File: src/core/adc_cfg_pkg.sv
// Constants shared by the converter sequence and configuration block.
package adc_cfg_pkg;
	// ----------------------------------------------------------------
	// Register indices on the plain register port
	// ----------------------------------------------------------------
	localparam logic [3:0] SEQ_CONTROL_IDX = 4'h0;
	localparam logic [3:0] CLOCK_TIMING_IDX = 4'h1;
	localparam logic [3:0] INPUT_SELECT_IDX = 4'h2;
	localparam logic [3:0] PIN_MODE_LOW_IDX = 4'h3;
	localparam logic [3:0] PIN_MODE_HIGH_IDX = 4'h4;
	localparam logic [3:0] SCAN_SELECT_IDX = 4'h5;
	localparam logic [3:0] IRQ_STATUS_IDX = 4'h6;
	localparam logic [3:0] IRQ_MASK_IDX = 4'h7;

	// ----------------------------------------------------------------
	// Writable bit masks; reserved and unimplemented bits stay zero
	// ----------------------------------------------------------------
	localparam logic [15:0] SEQ_CONTROL_WMASK = 16'he43f;
	localparam logic [15:0] CLOCK_TIMING_WMASK = 16'h9fff;
	localparam logic [15:0] INPUT_SELECT_WMASK = 16'h9f9f;
	localparam logic [15:0] PIN_MODE_HIGH_WMASK = 16'h0003;
	localparam logic [15:0] IRQ_WMASK = 16'h0003;
	localparam logic [15:0] REG_RESET = 16'h0000;

	// ----------------------------------------------------------------
	// Field positions
	// ----------------------------------------------------------------
	localparam int REF_CONFIG_LSB = 13;
	localparam int SCAN_ENABLE_BIT = 10;
	localparam int FILL_HALF_BIT = 7;
	localparam int SEQ_PER_IRQ_LSB = 2;
	localparam int SPLIT_MODE_BIT = 1;
	localparam int ALT_SAMPLE_BIT = 0;
	localparam int CLOCK_SOURCE_BIT = 15;
	localparam int SAMPLE_TIME_LSB = 8;
	localparam int DIVIDER_LSB = 0;
	localparam int NEG_B_BIT = 15;
	localparam int POS_B_LSB = 8;
	localparam int NEG_A_BIT = 7;
	localparam int POS_A_LSB = 0;
	localparam int BANDGAP_DIS_BIT = 1;
	localparam int HALF_BANDGAP_DIS_BIT = 0;
	localparam int EV_SEQ_DONE_BIT = 0;
	localparam int EV_BAD_CODE_BIT = 1;

	// ----------------------------------------------------------------
	// Encodings and timing
	// ----------------------------------------------------------------
	localparam logic [2:0] REF_AVDD_AVSS = 3'h0;
	localparam logic [2:0] REF_EXTP_AVSS = 3'h1;
	localparam logic [2:0] REF_AVDD_EXTN = 3'h2;
	localparam logic [2:0] REF_EXTP_EXTN = 3'h3;
	localparam logic [4:0] CODE_HALF_BANDGAP = 5'h10;
	localparam logic [4:0] CODE_BANDGAP = 5'h11;
	localparam logic [4:0] CODE_LAST_LEGAL = 5'h11;
	localparam int OSC_PER_INSTR = 2;
	localparam int SCAN_CHANNELS = 18;
endpackage

File: src/core/adc_sequence_config.sv
// Converter configuration registers, input scanning, buffer fill and interrupt sequencing.
//
// The placing of the registers and the address-and-strobe port were decided locally.
`timescale 1ns/1ns

// What this block does
// - Three-bit reference field picks supply rails or external references for both ends.
// - Scan enable steps the set-A positive input through selected scan channels.
// - In split mode the fill bit reads 1 while filling the upper eight words.
// - Interrupt after every Nth sequence, N being the rate field plus one.
// - Split mode makes two alternating 8-word halves, else one 16-word buffer.
// - Alternate mode uses set A first, then B and A in turn.
// - Instruction cycle equals two oscillator periods.
// - Positive codes 0 to 15 pick inputs 0 to 15, code 17 the band gap.
// - Pin bit 1 makes the pin digital, 0 analog and sampled.
// - High pin bit 1 set removes the band gap channel from scanning.
// - High pin bit 0 set removes the half band gap channel from scanning.
// - Each scan select bit adds its channel to the scan.
module adc_sequence_config
(
	input  wire logic        CLOCK_I,
	input  wire logic        RST_I,
	input  wire logic [3:0]  ADDR_I,
	input  wire logic [15:0] WDATA_I,
	input  wire logic        WR_I,
	input  wire logic        RD_I,
	output logic      [15:0] RDATA_O,
	input  wire logic        RC_TICK_I,
	input  wire logic        SAMPLE_START_I,
	input  wire logic        CONV_DONE_I,
	output logic             TAD_TICK_O,
	output logic             SAMPLE_END_O,
	output logic             REF_POS_EXT_O,
	output logic             REF_NEG_EXT_O,
	output logic      [4:0]  POS_INPUT_O,
	output logic             NEG_INPUT_AN1_O,
	output logic      [15:0] PIN_DIGITAL_O,
	output logic      [3:0]  BUF_WR_ADDR_O,
	output logic             BUF_FILL_HALF_O,
	output logic             IRQ_O
);
	// ----------------------------------------------------------------
	// Register file
	// ----------------------------------------------------------------
	logic [15:0] seq_r, seq_nxt, clk_r, clk_nxt, sel_r, sel_nxt;
	logic [15:0] pinl_r, pinl_nxt, pinh_r, pinh_nxt, scan_r, scan_nxt;
	logic [15:0] stat_r, stat_nxt, mask_r, mask_nxt, rdata_r, rdata_nxt;
	logic [15:0] events;
	logic        wr_sel, wr_bad;
	// Field views.
	logic [2:0] reference_config;
	logic       scan_enable, buffer_split_mode, alternate_sample_enable, conv_clock_source;
	logic [3:0] sequences_per_interrupt;
	logic [4:0] auto_sample_time, positive_input_set_a, positive_input_set_b;
	logic [7:0] conv_clock_divider;
	logic       negative_input_set_a, negative_input_set_b;
	assign reference_config = seq_r[adc_cfg_pkg::REF_CONFIG_LSB +: 3];
	assign scan_enable = seq_r[adc_cfg_pkg::SCAN_ENABLE_BIT];
	assign sequences_per_interrupt = seq_r[adc_cfg_pkg::SEQ_PER_IRQ_LSB +: 4];
	assign buffer_split_mode = seq_r[adc_cfg_pkg::SPLIT_MODE_BIT];
	assign alternate_sample_enable = seq_r[adc_cfg_pkg::ALT_SAMPLE_BIT];
	assign conv_clock_source = clk_r[adc_cfg_pkg::CLOCK_SOURCE_BIT];
	assign auto_sample_time = clk_r[adc_cfg_pkg::SAMPLE_TIME_LSB +: 5];
	assign conv_clock_divider = clk_r[adc_cfg_pkg::DIVIDER_LSB +: 8];
	assign positive_input_set_a = sel_r[adc_cfg_pkg::POS_A_LSB +: 5];
	assign positive_input_set_b = sel_r[adc_cfg_pkg::POS_B_LSB +: 5];
	assign negative_input_set_a = sel_r[adc_cfg_pkg::NEG_A_BIT];
	assign negative_input_set_b = sel_r[adc_cfg_pkg::NEG_B_BIT];
	// Sequencing state used by the read path and the event logic.
	logic [3:0] seq_cnt_r, seq_cnt_nxt, wr_ptr_r, wr_ptr_nxt;
	logic       alt_b_r, alt_b_nxt, restart_r, restart_nxt, irq_event;
	logic [4:0] scan_ch_r, scan_ch_nxt;
	// Writes mask reserved bits to zero; the fill bit is read-only.
	// A read of the status register clears it, but a new event still wins.
	always_comb
	begin
		seq_nxt = seq_r;
		clk_nxt = clk_r;
		sel_nxt = sel_r;
		pinl_nxt = pinl_r;
		pinh_nxt = pinh_r;
		scan_nxt = scan_r;
		mask_nxt = mask_r;
		stat_nxt = stat_r;
		wr_sel = WR_I && (ADDR_I == adc_cfg_pkg::INPUT_SELECT_IDX);
		if (WR_I)
		begin
			unique case (ADDR_I)
				adc_cfg_pkg::SEQ_CONTROL_IDX: seq_nxt = WDATA_I & adc_cfg_pkg::SEQ_CONTROL_WMASK;
				adc_cfg_pkg::CLOCK_TIMING_IDX: clk_nxt = WDATA_I & adc_cfg_pkg::CLOCK_TIMING_WMASK;
				adc_cfg_pkg::INPUT_SELECT_IDX: sel_nxt = WDATA_I & adc_cfg_pkg::INPUT_SELECT_WMASK;
				adc_cfg_pkg::PIN_MODE_LOW_IDX: pinl_nxt = WDATA_I;
				adc_cfg_pkg::PIN_MODE_HIGH_IDX: pinh_nxt = WDATA_I & adc_cfg_pkg::PIN_MODE_HIGH_WMASK;
				adc_cfg_pkg::SCAN_SELECT_IDX: scan_nxt = WDATA_I;
				adc_cfg_pkg::IRQ_MASK_IDX: mask_nxt = WDATA_I & adc_cfg_pkg::IRQ_WMASK;
				default: ;
			endcase
		end
		// Codes above the band gap have no input behind them; flag such a write.
		wr_bad = wr_sel && ((WDATA_I[adc_cfg_pkg::POS_A_LSB +: 5] > adc_cfg_pkg::CODE_LAST_LEGAL)
			|| (WDATA_I[adc_cfg_pkg::POS_B_LSB +: 5] > adc_cfg_pkg::CODE_LAST_LEGAL));
		events = 16'h0000;
		events[adc_cfg_pkg::EV_SEQ_DONE_BIT] = irq_event;
		events[adc_cfg_pkg::EV_BAD_CODE_BIT] = wr_bad;
		if (RD_I && (ADDR_I == adc_cfg_pkg::IRQ_STATUS_IDX))
			stat_nxt = 16'h0000;
		stat_nxt = stat_nxt | events;
		rdata_nxt = 16'h0000;
		if (RD_I)
		begin
			unique case (ADDR_I)
				adc_cfg_pkg::SEQ_CONTROL_IDX:
				begin
					rdata_nxt = seq_r;
					rdata_nxt[adc_cfg_pkg::FILL_HALF_BIT] = BUF_FILL_HALF_O;
				end
				adc_cfg_pkg::CLOCK_TIMING_IDX: rdata_nxt = clk_r;
				adc_cfg_pkg::INPUT_SELECT_IDX: rdata_nxt = sel_r;
				adc_cfg_pkg::PIN_MODE_LOW_IDX: rdata_nxt = pinl_r;
				adc_cfg_pkg::PIN_MODE_HIGH_IDX: rdata_nxt = pinh_r;
				adc_cfg_pkg::SCAN_SELECT_IDX: rdata_nxt = scan_r;
				adc_cfg_pkg::IRQ_STATUS_IDX: rdata_nxt = stat_r;
				adc_cfg_pkg::IRQ_MASK_IDX: rdata_nxt = mask_r;
				default: rdata_nxt = 16'h0000;
			endcase
		end
	end

	// Register stage for the register file.
	always_ff @(posedge CLOCK_I or posedge RST_I)
	begin
		if (RST_I)
		begin
			seq_r <= adc_cfg_pkg::REG_RESET;
			clk_r <= adc_cfg_pkg::REG_RESET;
			sel_r <= adc_cfg_pkg::REG_RESET;
			pinl_r <= adc_cfg_pkg::REG_RESET;
			pinh_r <= adc_cfg_pkg::REG_RESET;
			scan_r <= adc_cfg_pkg::REG_RESET;
			stat_r <= adc_cfg_pkg::REG_RESET;
			mask_r <= adc_cfg_pkg::REG_RESET;
			rdata_r <= adc_cfg_pkg::REG_RESET;
		end
		else
		begin
			seq_r <= seq_nxt;
			clk_r <= clk_nxt;
			sel_r <= sel_nxt;
			pinl_r <= pinl_nxt;
			pinh_r <= pinh_nxt;
			scan_r <= scan_nxt;
			stat_r <= stat_nxt;
			mask_r <= mask_nxt;
			rdata_r <= rdata_nxt;
		end
	end

	// ----------------------------------------------------------------
	// Conversion clock and auto-sample timer
	// ----------------------------------------------------------------
	logic [8:0] div_cnt_r, div_cnt_nxt, div_last;
	logic [4:0] samp_cnt_r, samp_cnt_nxt;
	logic       sampling_r, sampling_nxt, samp_end;
	// Period is two oscillator cycles per instruction cycle times divider plus one.
	assign div_last = 9'((adc_cfg_pkg::OSC_PER_INSTR * (int'(conv_clock_divider) + 1)) - 1);
	// The RC tick replaces the divided clock; the divider then idles at zero.
	always_comb
	begin
		div_cnt_nxt = (conv_clock_source || (div_cnt_r >= div_last)) ? 9'h000 : div_cnt_r + 9'h001;
		TAD_TICK_O = conv_clock_source ? RC_TICK_I : (div_cnt_r >= div_last);
		// A zero sample time ends on the very next tick, which is why it is discouraged.
		samp_end = sampling_r && TAD_TICK_O && ((samp_cnt_r + 5'h01 >= auto_sample_time));
		sampling_nxt = sampling_r;
		samp_cnt_nxt = samp_cnt_r;
		if (SAMPLE_START_I)
		begin
			sampling_nxt = 1'b1;
			samp_cnt_nxt = 5'h00;
		end
		else if (samp_end)
			sampling_nxt = 1'b0;
		else if (sampling_r && TAD_TICK_O)
			samp_cnt_nxt = samp_cnt_r + 5'h01;
	end

	// Register stage for the timers.
	always_ff @(posedge CLOCK_I or posedge RST_I)
	begin
		if (RST_I)
		begin
			div_cnt_r <= 9'h000;
			samp_cnt_r <= 5'h00;
			sampling_r <= 1'b0;
			SAMPLE_END_O <= 1'b0;
		end
		else
		begin
			div_cnt_r <= div_cnt_nxt;
			samp_cnt_r <= samp_cnt_nxt;
			sampling_r <= sampling_nxt;
			SAMPLE_END_O <= samp_end && !SAMPLE_START_I;
		end
	end

	// ----------------------------------------------------------------
	// Scan, alternation, buffer pointer and interrupt rate
	// ----------------------------------------------------------------
	logic [adc_cfg_pkg::SCAN_CHANNELS-1:0] scan_mask;
	logic [4:0] first_ch, next_ch, cur_ch;
	logic       next_found;
	// Band gap and half band gap join the scan unless their disable bits are set.
	assign scan_mask = {~pinh_r[adc_cfg_pkg::BANDGAP_DIS_BIT], ~pinh_r[adc_cfg_pkg::HALF_BANDGAP_DIS_BIT], scan_r};
	assign cur_ch = restart_r ? first_ch : scan_ch_r;
	// Lowest enabled channel, and the next enabled one above the current.
	always_comb
	begin
		first_ch = 5'h00;
		next_ch = 5'h00;
		next_found = 1'b0;
		for (int i = adc_cfg_pkg::SCAN_CHANNELS - 1; i >= 0; i--)
		begin
			if (scan_mask[i])
				first_ch = 5'(i);
			if (scan_mask[i] && (5'(i) > cur_ch))
			begin
				next_ch = 5'(i);
				next_found = 1'b1;
			end
		end
		if (!next_found)
			next_ch = first_ch;
	end

	// Each finished sequence advances the counters; the Nth one raises the event.
	always_comb
	begin
		irq_event = CONV_DONE_I && (seq_cnt_r == sequences_per_interrupt);
		seq_cnt_nxt = seq_cnt_r;
		wr_ptr_nxt = wr_ptr_r;
		alt_b_nxt = alt_b_r;
		scan_ch_nxt = cur_ch;
		restart_nxt = restart_r && !CONV_DONE_I;
		if (CONV_DONE_I)
		begin
			seq_cnt_nxt = irq_event ? 4'h0 : seq_cnt_r + 4'h1;
			wr_ptr_nxt = wr_ptr_r + 4'h1;
			if (!alt_b_r && scan_enable)
				scan_ch_nxt = next_ch;
			alt_b_nxt = alternate_sample_enable && !alt_b_r;
			if (irq_event)
			begin
				// Split mode swaps halves; single mode starts again at word zero.
				wr_ptr_nxt = buffer_split_mode ? {~wr_ptr_r[3], 3'h0} : 4'h0;
				alt_b_nxt = 1'b0;
				restart_nxt = 1'b1;
			end
			else if (buffer_split_mode)
				wr_ptr_nxt = {wr_ptr_r[3], wr_ptr_r[2:0] + 3'h1};
		end
	end

	// Register stage for sequencing; the scan starts from its lowest channel.
	always_ff @(posedge CLOCK_I or posedge RST_I)
	begin
		if (RST_I)
		begin
			seq_cnt_r <= 4'h0;
			wr_ptr_r <= 4'h0;
			alt_b_r <= 1'b0;
			scan_ch_r <= 5'h00;
			restart_r <= 1'b1;
		end
		else
		begin
			seq_cnt_r <= seq_cnt_nxt;
			wr_ptr_r <= wr_ptr_nxt;
			alt_b_r <= alt_b_nxt;
			scan_ch_r <= scan_ch_nxt;
			restart_r <= restart_nxt;
		end
	end

	// ----------------------------------------------------------------
	// Outputs toward the pins and the converter core
	// ----------------------------------------------------------------
	// References: 1xx falls back to the supply rails like 000.
	assign REF_POS_EXT_O = (reference_config == adc_cfg_pkg::REF_EXTP_AVSS)
		|| (reference_config == adc_cfg_pkg::REF_EXTP_EXTN);
	assign REF_NEG_EXT_O = (reference_config == adc_cfg_pkg::REF_AVDD_EXTN)
		|| (reference_config == adc_cfg_pkg::REF_EXTP_EXTN);
	// Both sets share one code space: 0-15 inputs, 17 band gap.
	assign POS_INPUT_O = alt_b_r ? positive_input_set_b : (scan_enable ? cur_ch : positive_input_set_a);
	assign NEG_INPUT_AN1_O = alt_b_r ? negative_input_set_b : negative_input_set_a;
	assign PIN_DIGITAL_O = pinl_r;
	assign BUF_WR_ADDR_O = wr_ptr_r;
	assign BUF_FILL_HALF_O = buffer_split_mode && wr_ptr_r[3];
	assign RDATA_O = rdata_r;
	assign IRQ_O = |(stat_r & mask_r);
endmodule

File: config.mk
export PLATFORM = sky130hd
export DESIGN_NAME = adc_sequence_config
export DESIGN_NICKNAME = d
export VERILOG_FILES = /design/src/core/adc_cfg_pkg.sv /design/src/core/adc_sequence_config.sv
export SDC_FILE = /design/constraint.sdc
export NUM_CORES = 1
export LEC_CHECK = 0
export ABC_AREA = 1
export BUFFER_PORTS_ARGS = -buffer_cell sky130_fd_sc_hd__buf_2
export CORE_MARGIN = 5
export CORE_UTILIZATION = 59
export DETAILED_ROUTE_END_ITERATION = 6
export PLACE_DENSITY = 0.92
export RECOVER_POWER = 50
export SYNTH_ARGS = -nofsm -noshare
export SYNTH_HDL_FRONTEND = slang
export SYNTH_SLANG_ARGS = --single-unit
File: constraint.sdc
create_clock -name CLOCK_I -period 4.4 [get_ports CLOCK_I]
set_input_delay 0.88 -clock CLOCK_I [delete_from_list [all_inputs] [get_ports CLOCK_I]]
set_output_delay 0.88 -clock CLOCK_I [all_outputs]
set_load 0.005 [all_outputs]
Yosys cells after proc, flatten, opt, wreduce, memory -nomap -nowiden:

Index checks and enable logic that the tools add are counted.

* register bits after elaboration: 135
* output and inout bits: 48

* $add $sub $neg: 7
* magnitude comparators: 22
* equal/unequal tests: 13
* mux-type cells: 78
* bitwise gates (word level): 5
* reductions and logical operators: 49

Operator list (number)
* 5-bit 2-to-1 mux: 45
* 16-bit case mux with 8 select lines: 1
* 4-bit by 5-bit greater-than comparator with 1-bit output, first input constant: 8
* 16-bit 2-to-1 mux: 2
* 1-bit logical AND: 29
* 1-bit 2-to-1 mux: 25
* 3-bit by 5-bit greater-than comparator with 1-bit output, first input constant: 4
* 2-bit AND reduction: 9
* 16-bit by 2-bit AND with 16-bit output: 1
* 4-bit by 3-bit equality test with 1-bit output, second input constant: 4
* 4-bit 2-to-1 mux: 4
* 16-bit by 2-bit OR with 16-bit output: 1
* 16-bit OR reduction: 1
* 1-bit by 5-bit greater-than comparator with 1-bit output, first input constant: 2
* 2-bit by 5-bit greater-than comparator with 1-bit output, first input constant: 2
* 5-bit greater-than comparator, first input constant: 2
* 5-bit greater-than comparator, second input constant: 2
* 9-bit by 1-bit adder with 9-bit output, second input constant: 1
* 9-bit >= comparator: 1
* 9-bit 2-to-1 mux: 1
* 9-bit by 1-bit subtractor with 9-bit output, second input constant: 1
* 4-bit by 1-bit adder with 4-bit output, second input constant: 2
* 8-bit by 1-bit adder with 8-bit output, second input constant: 1
* 4-bit by 2-bit equality test with 1-bit output, second input constant: 2
* 14 further kinds: 23

Depth between registers and ports, before layout:

* depth in word-level cells: 42
* depth in mapped cells: 38
* depth with buffers taken out: 38

Worst setup path before layout:

Ideal clock, no wire load.

* path kind: flip-flop to output port
* from: register clk_r[0]
* to: output TAD_TICK_O
* data arrival time: 2.489 ns
* data required time: 3.520 ns
* slack: 1.031 ns
* cell stages (with the launch flop): 15
* cell sequence: dfrtp_1 > ha_1 > a31o_2 > nand2_1 > nand2_1 > nor4_1 > nand3_1 > xor2_1 > ha_1 > nand2_1 > nor2_1 > nand3_1 > o2111ai_1 > nor2_1 > a21oi_1

* cells in the longest elaborated chain, start to end: 4

Ends and longest elaborated chain
* from (decl): RTL line adc_sequence_config.sv:45 `logic [15:0] seq_r, seq_nxt, clk_r, clk_nxt, sel_r, sel_nxt;`
* from (signal assigned): RTL line adc_sequence_config.sv:135 `clk_r <= adc_cfg_pkg::REG_RESET;`
* from (signal assigned): RTL line adc_sequence_config.sv:147 `clk_r <= clk_nxt;`
* 8-bit by 1-bit adder with 8-bit output: RTL line adc_sequence_config.sv:165 `assign div_last = 9'((adc_cfg_pkg::OSC_PER_INSTR * (int'(conv_clock_divider) + 1)) - 1);`
* 9-bit by 1-bit subtractor with 9-bit output: RTL line adc_sequence_config.sv:165
* 9-bit >= comparator: RTL line adc_sequence_config.sv:170 `TAD_TICK_O = conv_clock_source ? RC_TICK_I : (div_cnt_r >= div_last);`
* 1-bit 2-to-1 mux: RTL line adc_sequence_config.sv:170
* to (decl): RTL line adc_sequence_config.sv:31 `output logic TAD_TICK_O,`

Every way passes these cells.

Worst setup path in the final report:

Ends and elaborated chain as after synthesis.

==> summary.md <==
| Metric | Value |
|---|---|
| Status | `finished, violations left` |
| Violated checks | `DRC, capacitance limit, slew limit` |
| Syn_nets | `849` |
| Total grt overflow | `0` |
| Initial drt markers | `681` |
| HP Class | `reg -> reg` |
| Die Footprint | `13000 sq um` |
| Vias in the first global route | `5784` |
| Worst skew pair latency | `0.53 ns` |
| Met2 Use GR | `0.441` |
| Hold Path Stages | `2` |
| Peak Freq | `241 MHz` |
| Logic pwr share | `0.351` |
| Mapped Cells | `803` |
| Final wirelength | `17500 um` |
| Clk slew on worst S/H paths | `0.06 ns` |
| Crit Path Class | `reg -> out` |
| Data required time of the worst path | `3.52 ns` |
| Worst Reg2Reg Path Length in Cells | `19` |
| CP Max Fanout | `5` |
| Layout cell share with drive strength beyond 1 | `0.164` |
| Final Hold Fails | `0` |
| Max VDD drop | `0.323 mV` |
| R2R Setup Slk | `0.98 ns` |
| Register share of total power | `0.363` |
| Share of the synthesized area in the top cell type | `0.470` |
| Synth unique cells | `45` |
| Post-synth EDFFs | `0` |
| Global-route met1 utilization | `0.355` |
| Largest cells by area after synthesis | `dfrtp_1, nand2_1, o21ai_0` |
| Routed via count | `6021` |
| Largest net degree at the start of global routing | `76` |
| Drt via density | `5.86` |
| Sequential element share of the synthesized area | `0.475` |
| Synth Cell Area | `6380 sq um` |
| Synth warn | `0` |
| Power Total | `4.37 mW` |
| Worst r2r dst | `samp_cnt_r[1]` |
| Final setup viols | `0` |
| Relative slew slack | `-0.839` |
| CTS Hold Buffers Added | `0` |
| Placed wire-length estimate | `12100 um` |
| Primary FF master, synth | `dfrtp_1` |
| IO Pins | `75` |
| NetSw | `1.70 mW` |
| Num rows | `38` |
| Least-Margin Pin Slew | `2.76 ns` |
| Area growth, synth to finish | `16.3%` |
| CTS root buf | `clkbuf_8` |
| Clk pwr share | `0.286` |
| Min cycle time layout | `4.15 ns` |
| Detail Route Antenna Nets | `0` |
| Count of input and output buffers | `74` |
| Setup TNS | `0 ns` |
| TritonCTS buffer count | `17` |
| Htree depth | `4` |
| CP Buf/Inv Count | `1` |
| Met3 GRT Util | `0.0674` |
| Final worst-path cycle share | `0.944` |
| CTS max path bufs | `2` |
| Hold WS | `0.484 ns` |
| Drc violations | `2` |
| Worst hold endpoint | `clk_r[10]` |
| Critical path depth in cells | `15` |
| Starting density of the core | `0.597` |
| Max incr delay on CP | `0.43 ns` |
| Leak | `3.80 nW` |
| Top Family by Delay on Critical Path | `simple AND/OR/NAND/NOR gates` |
| Cell breakdown of the critical path | `ha_1, a31o_2, nand2_1, nand2_1, nor4_4, nand3_1, xor2_1, ha_1, nand2_1, nor2_1, nand3_1, o2111ai_1, nor2_1, a21oi_2, buf_2` |
| Global routing's busiest layer | `met2` |
| CTS tree | `yes` |
| Total global-route track usage | `0.277` |
| Diodes inserted | `0` |
| Slowest cell on the critical path | `dfrtp_1` |
| Initial antenna violation count | `0` |
| CP most frequent cell | `nand2_1` |
| Critical path arrival | `3.27 ns` |
| Slew Viols, Final | `76` |
| Drt pass-1 iters | `7` |
| Largest area contributor in the netlist | `dfrtp_1` |
| CTS sink cnt | `121` |
| Syn_area_per_cell | `7.95 sq um` |
| Drt wl/cell | `17.0 um` |
| RR Startpoint | `clk_r[0]` |
| Max cap viols | `1` |
| Ys async rst share | `1.00` |
| Fillcell total | `819` |
| Register bit total from synthesis | `121` |
| Final GP Congestion | `0.978` |
| First-pass GRT wire length | `28200 um` |
| Total core area | `10700 sq um` |
| Width of the chip | `114 um` |
| Setup Skew | `0.00818 ns` |
| CP startpoint kind | `register` |
| Die Y | `114 um` |
| Sw frac | `0.389` |
| Worst setup EP type | `output port` |
| HP Start | `clk_r[10]` |
| Layout Nets | `924` |
| Int Pwr | `2.67 mW` |
| PwrDens | `589 nW/um^2` |
-- synth_stat cells, drive strengths merged, types with 5 or more instances --
cell type,number
nand2,205
dfrtp,120
inv,110
o21ai,100
nor2,64
nand3,36
a21oi,33
clkbuf,21
ha,19
o22ai,17
nor3,15
xor2,15
a221oi,11
a31oi,5
-- layout by cell type (no fill, tap or decap), types with 9 or more instances in the layout --
cell         n
nor2_1      60
dfrtp_1    120
xor2_1      15
a21oi_1     31
ha_1        19
nor3_1       9
clkbuf_16   16
nand2_1    199
o21ai_0     93
nand3_1     35
inv_1       94
inv_2       14
buf_2       71
a221oi_1    11
o22ai_1     17
-- power by group through the flow --
stage               logic (mW)  registers, mW  clock network (mW)
detailed placement        1.45           1.60                   0
floorplan                 1.10           1.53                   0
CTS                       1.50           1.58                1.26
finish                    1.54           1.59                1.25
global route              1.73           1.62                1.32
global placement          1.41           1.59                   0
-- per-layer routing --
layer  wire length [um]  vias to the layer above
li1                   -                     2797
met1               6600                     2795
met2               8150                      354
met3               1950                       75
met4                780                        0
met5                  0                        -
-- per-stage QoR --
step,utilization,worst slack [ns],instance area [sq um],instances
6_report,0.694,0.248,7420,1028
5_1_grt,0.694,-0.0123,7420,1028
4_1_cts,0.692,0.0670,7400,1027
3_5_place_dp,0.642,0.555,6870,998
3_3_place_gp,0.642,0.657,6870,998
2_1_floorplan,-,0.307,6380,803
-- cells by family (layout without fill, tap and decap cells) --
family,count (synthesis),count (layout),synth area share
AOI/OAI and AO/OA,182,182,0.165
xor gates and xnor gates,18,18,0.0247
adders and majority gates,19,19,0.0372
buffers and inverters,134,219,0.0802
DFF,121,121,0.475
and+or+nand+nor,329,329,0.218
-- flip-flops by register name, summed over array words and instances (netlist names), named ones only --
name	cells
mask_r	2
sel_r	12
alt_b_r	1
samp_cnt_r	5
seq_cnt_r	4
clk_r	14
BUF_WR_ADDR_O	4
seq_r	10
stat_r	2
sampling_r	1
div_cnt_r	9
scan_r	16
RDATA_O	16
SAMPLE_END_O	1
scan_ch_r	5
PIN_DIGITAL_O	16
pinh_r	2
-- how the worst max path moves through the flow --
stage,from,endpoint
floorplan,RST_I,BUF_WR_ADDR_O[0]
global placement,clk_r[2],TAD_TICK_O
detailed placement,clk_r[2],TAD_TICK_O
CTS,clk_r[0],TAD_TICK_O
global route,clk_r[2],TAD_TICK_O
finish,clk_r[0],TAD_TICK_O
-- worst reg2reg max path, delay by kind of cell, from the launching register on --
kind / cells / cell delay, ns
simple gates: 10 / 1.19
compound gates: 4 / 0.67
fa+ha+maj: 2 / 0.55
flops: 1 / 0.43
buf+inv: 2 / 0.33
xor+xnor: 1 / 0.16
-- timing repair --
action	4_1_cts	5_1_grt
setup buffers	0	1
gates cloned	0	0
endpoints found under the setup margin	1	1
gates resized for setup	1	5
-- cell type report --
| class | instances | area [sq um] | area share |
|---|---|---|---|
| clock inverters | 8 | 75.1 | 0.0101 |
| repair buffers | 78 | 392 | 0.0528 |
| clock buffers | 21 | 449 | 0.0605 |
| well taps | 140 | 175 | 0.0236 |
| flip-flops and latches | 121 | 3030 | 0.408 |
| multi-input cells | 548 | 2880 | 0.388 |
| inverters | 112 | 425 | 0.0573 |
Note: power is estimated with default switching activity, not from simulation.
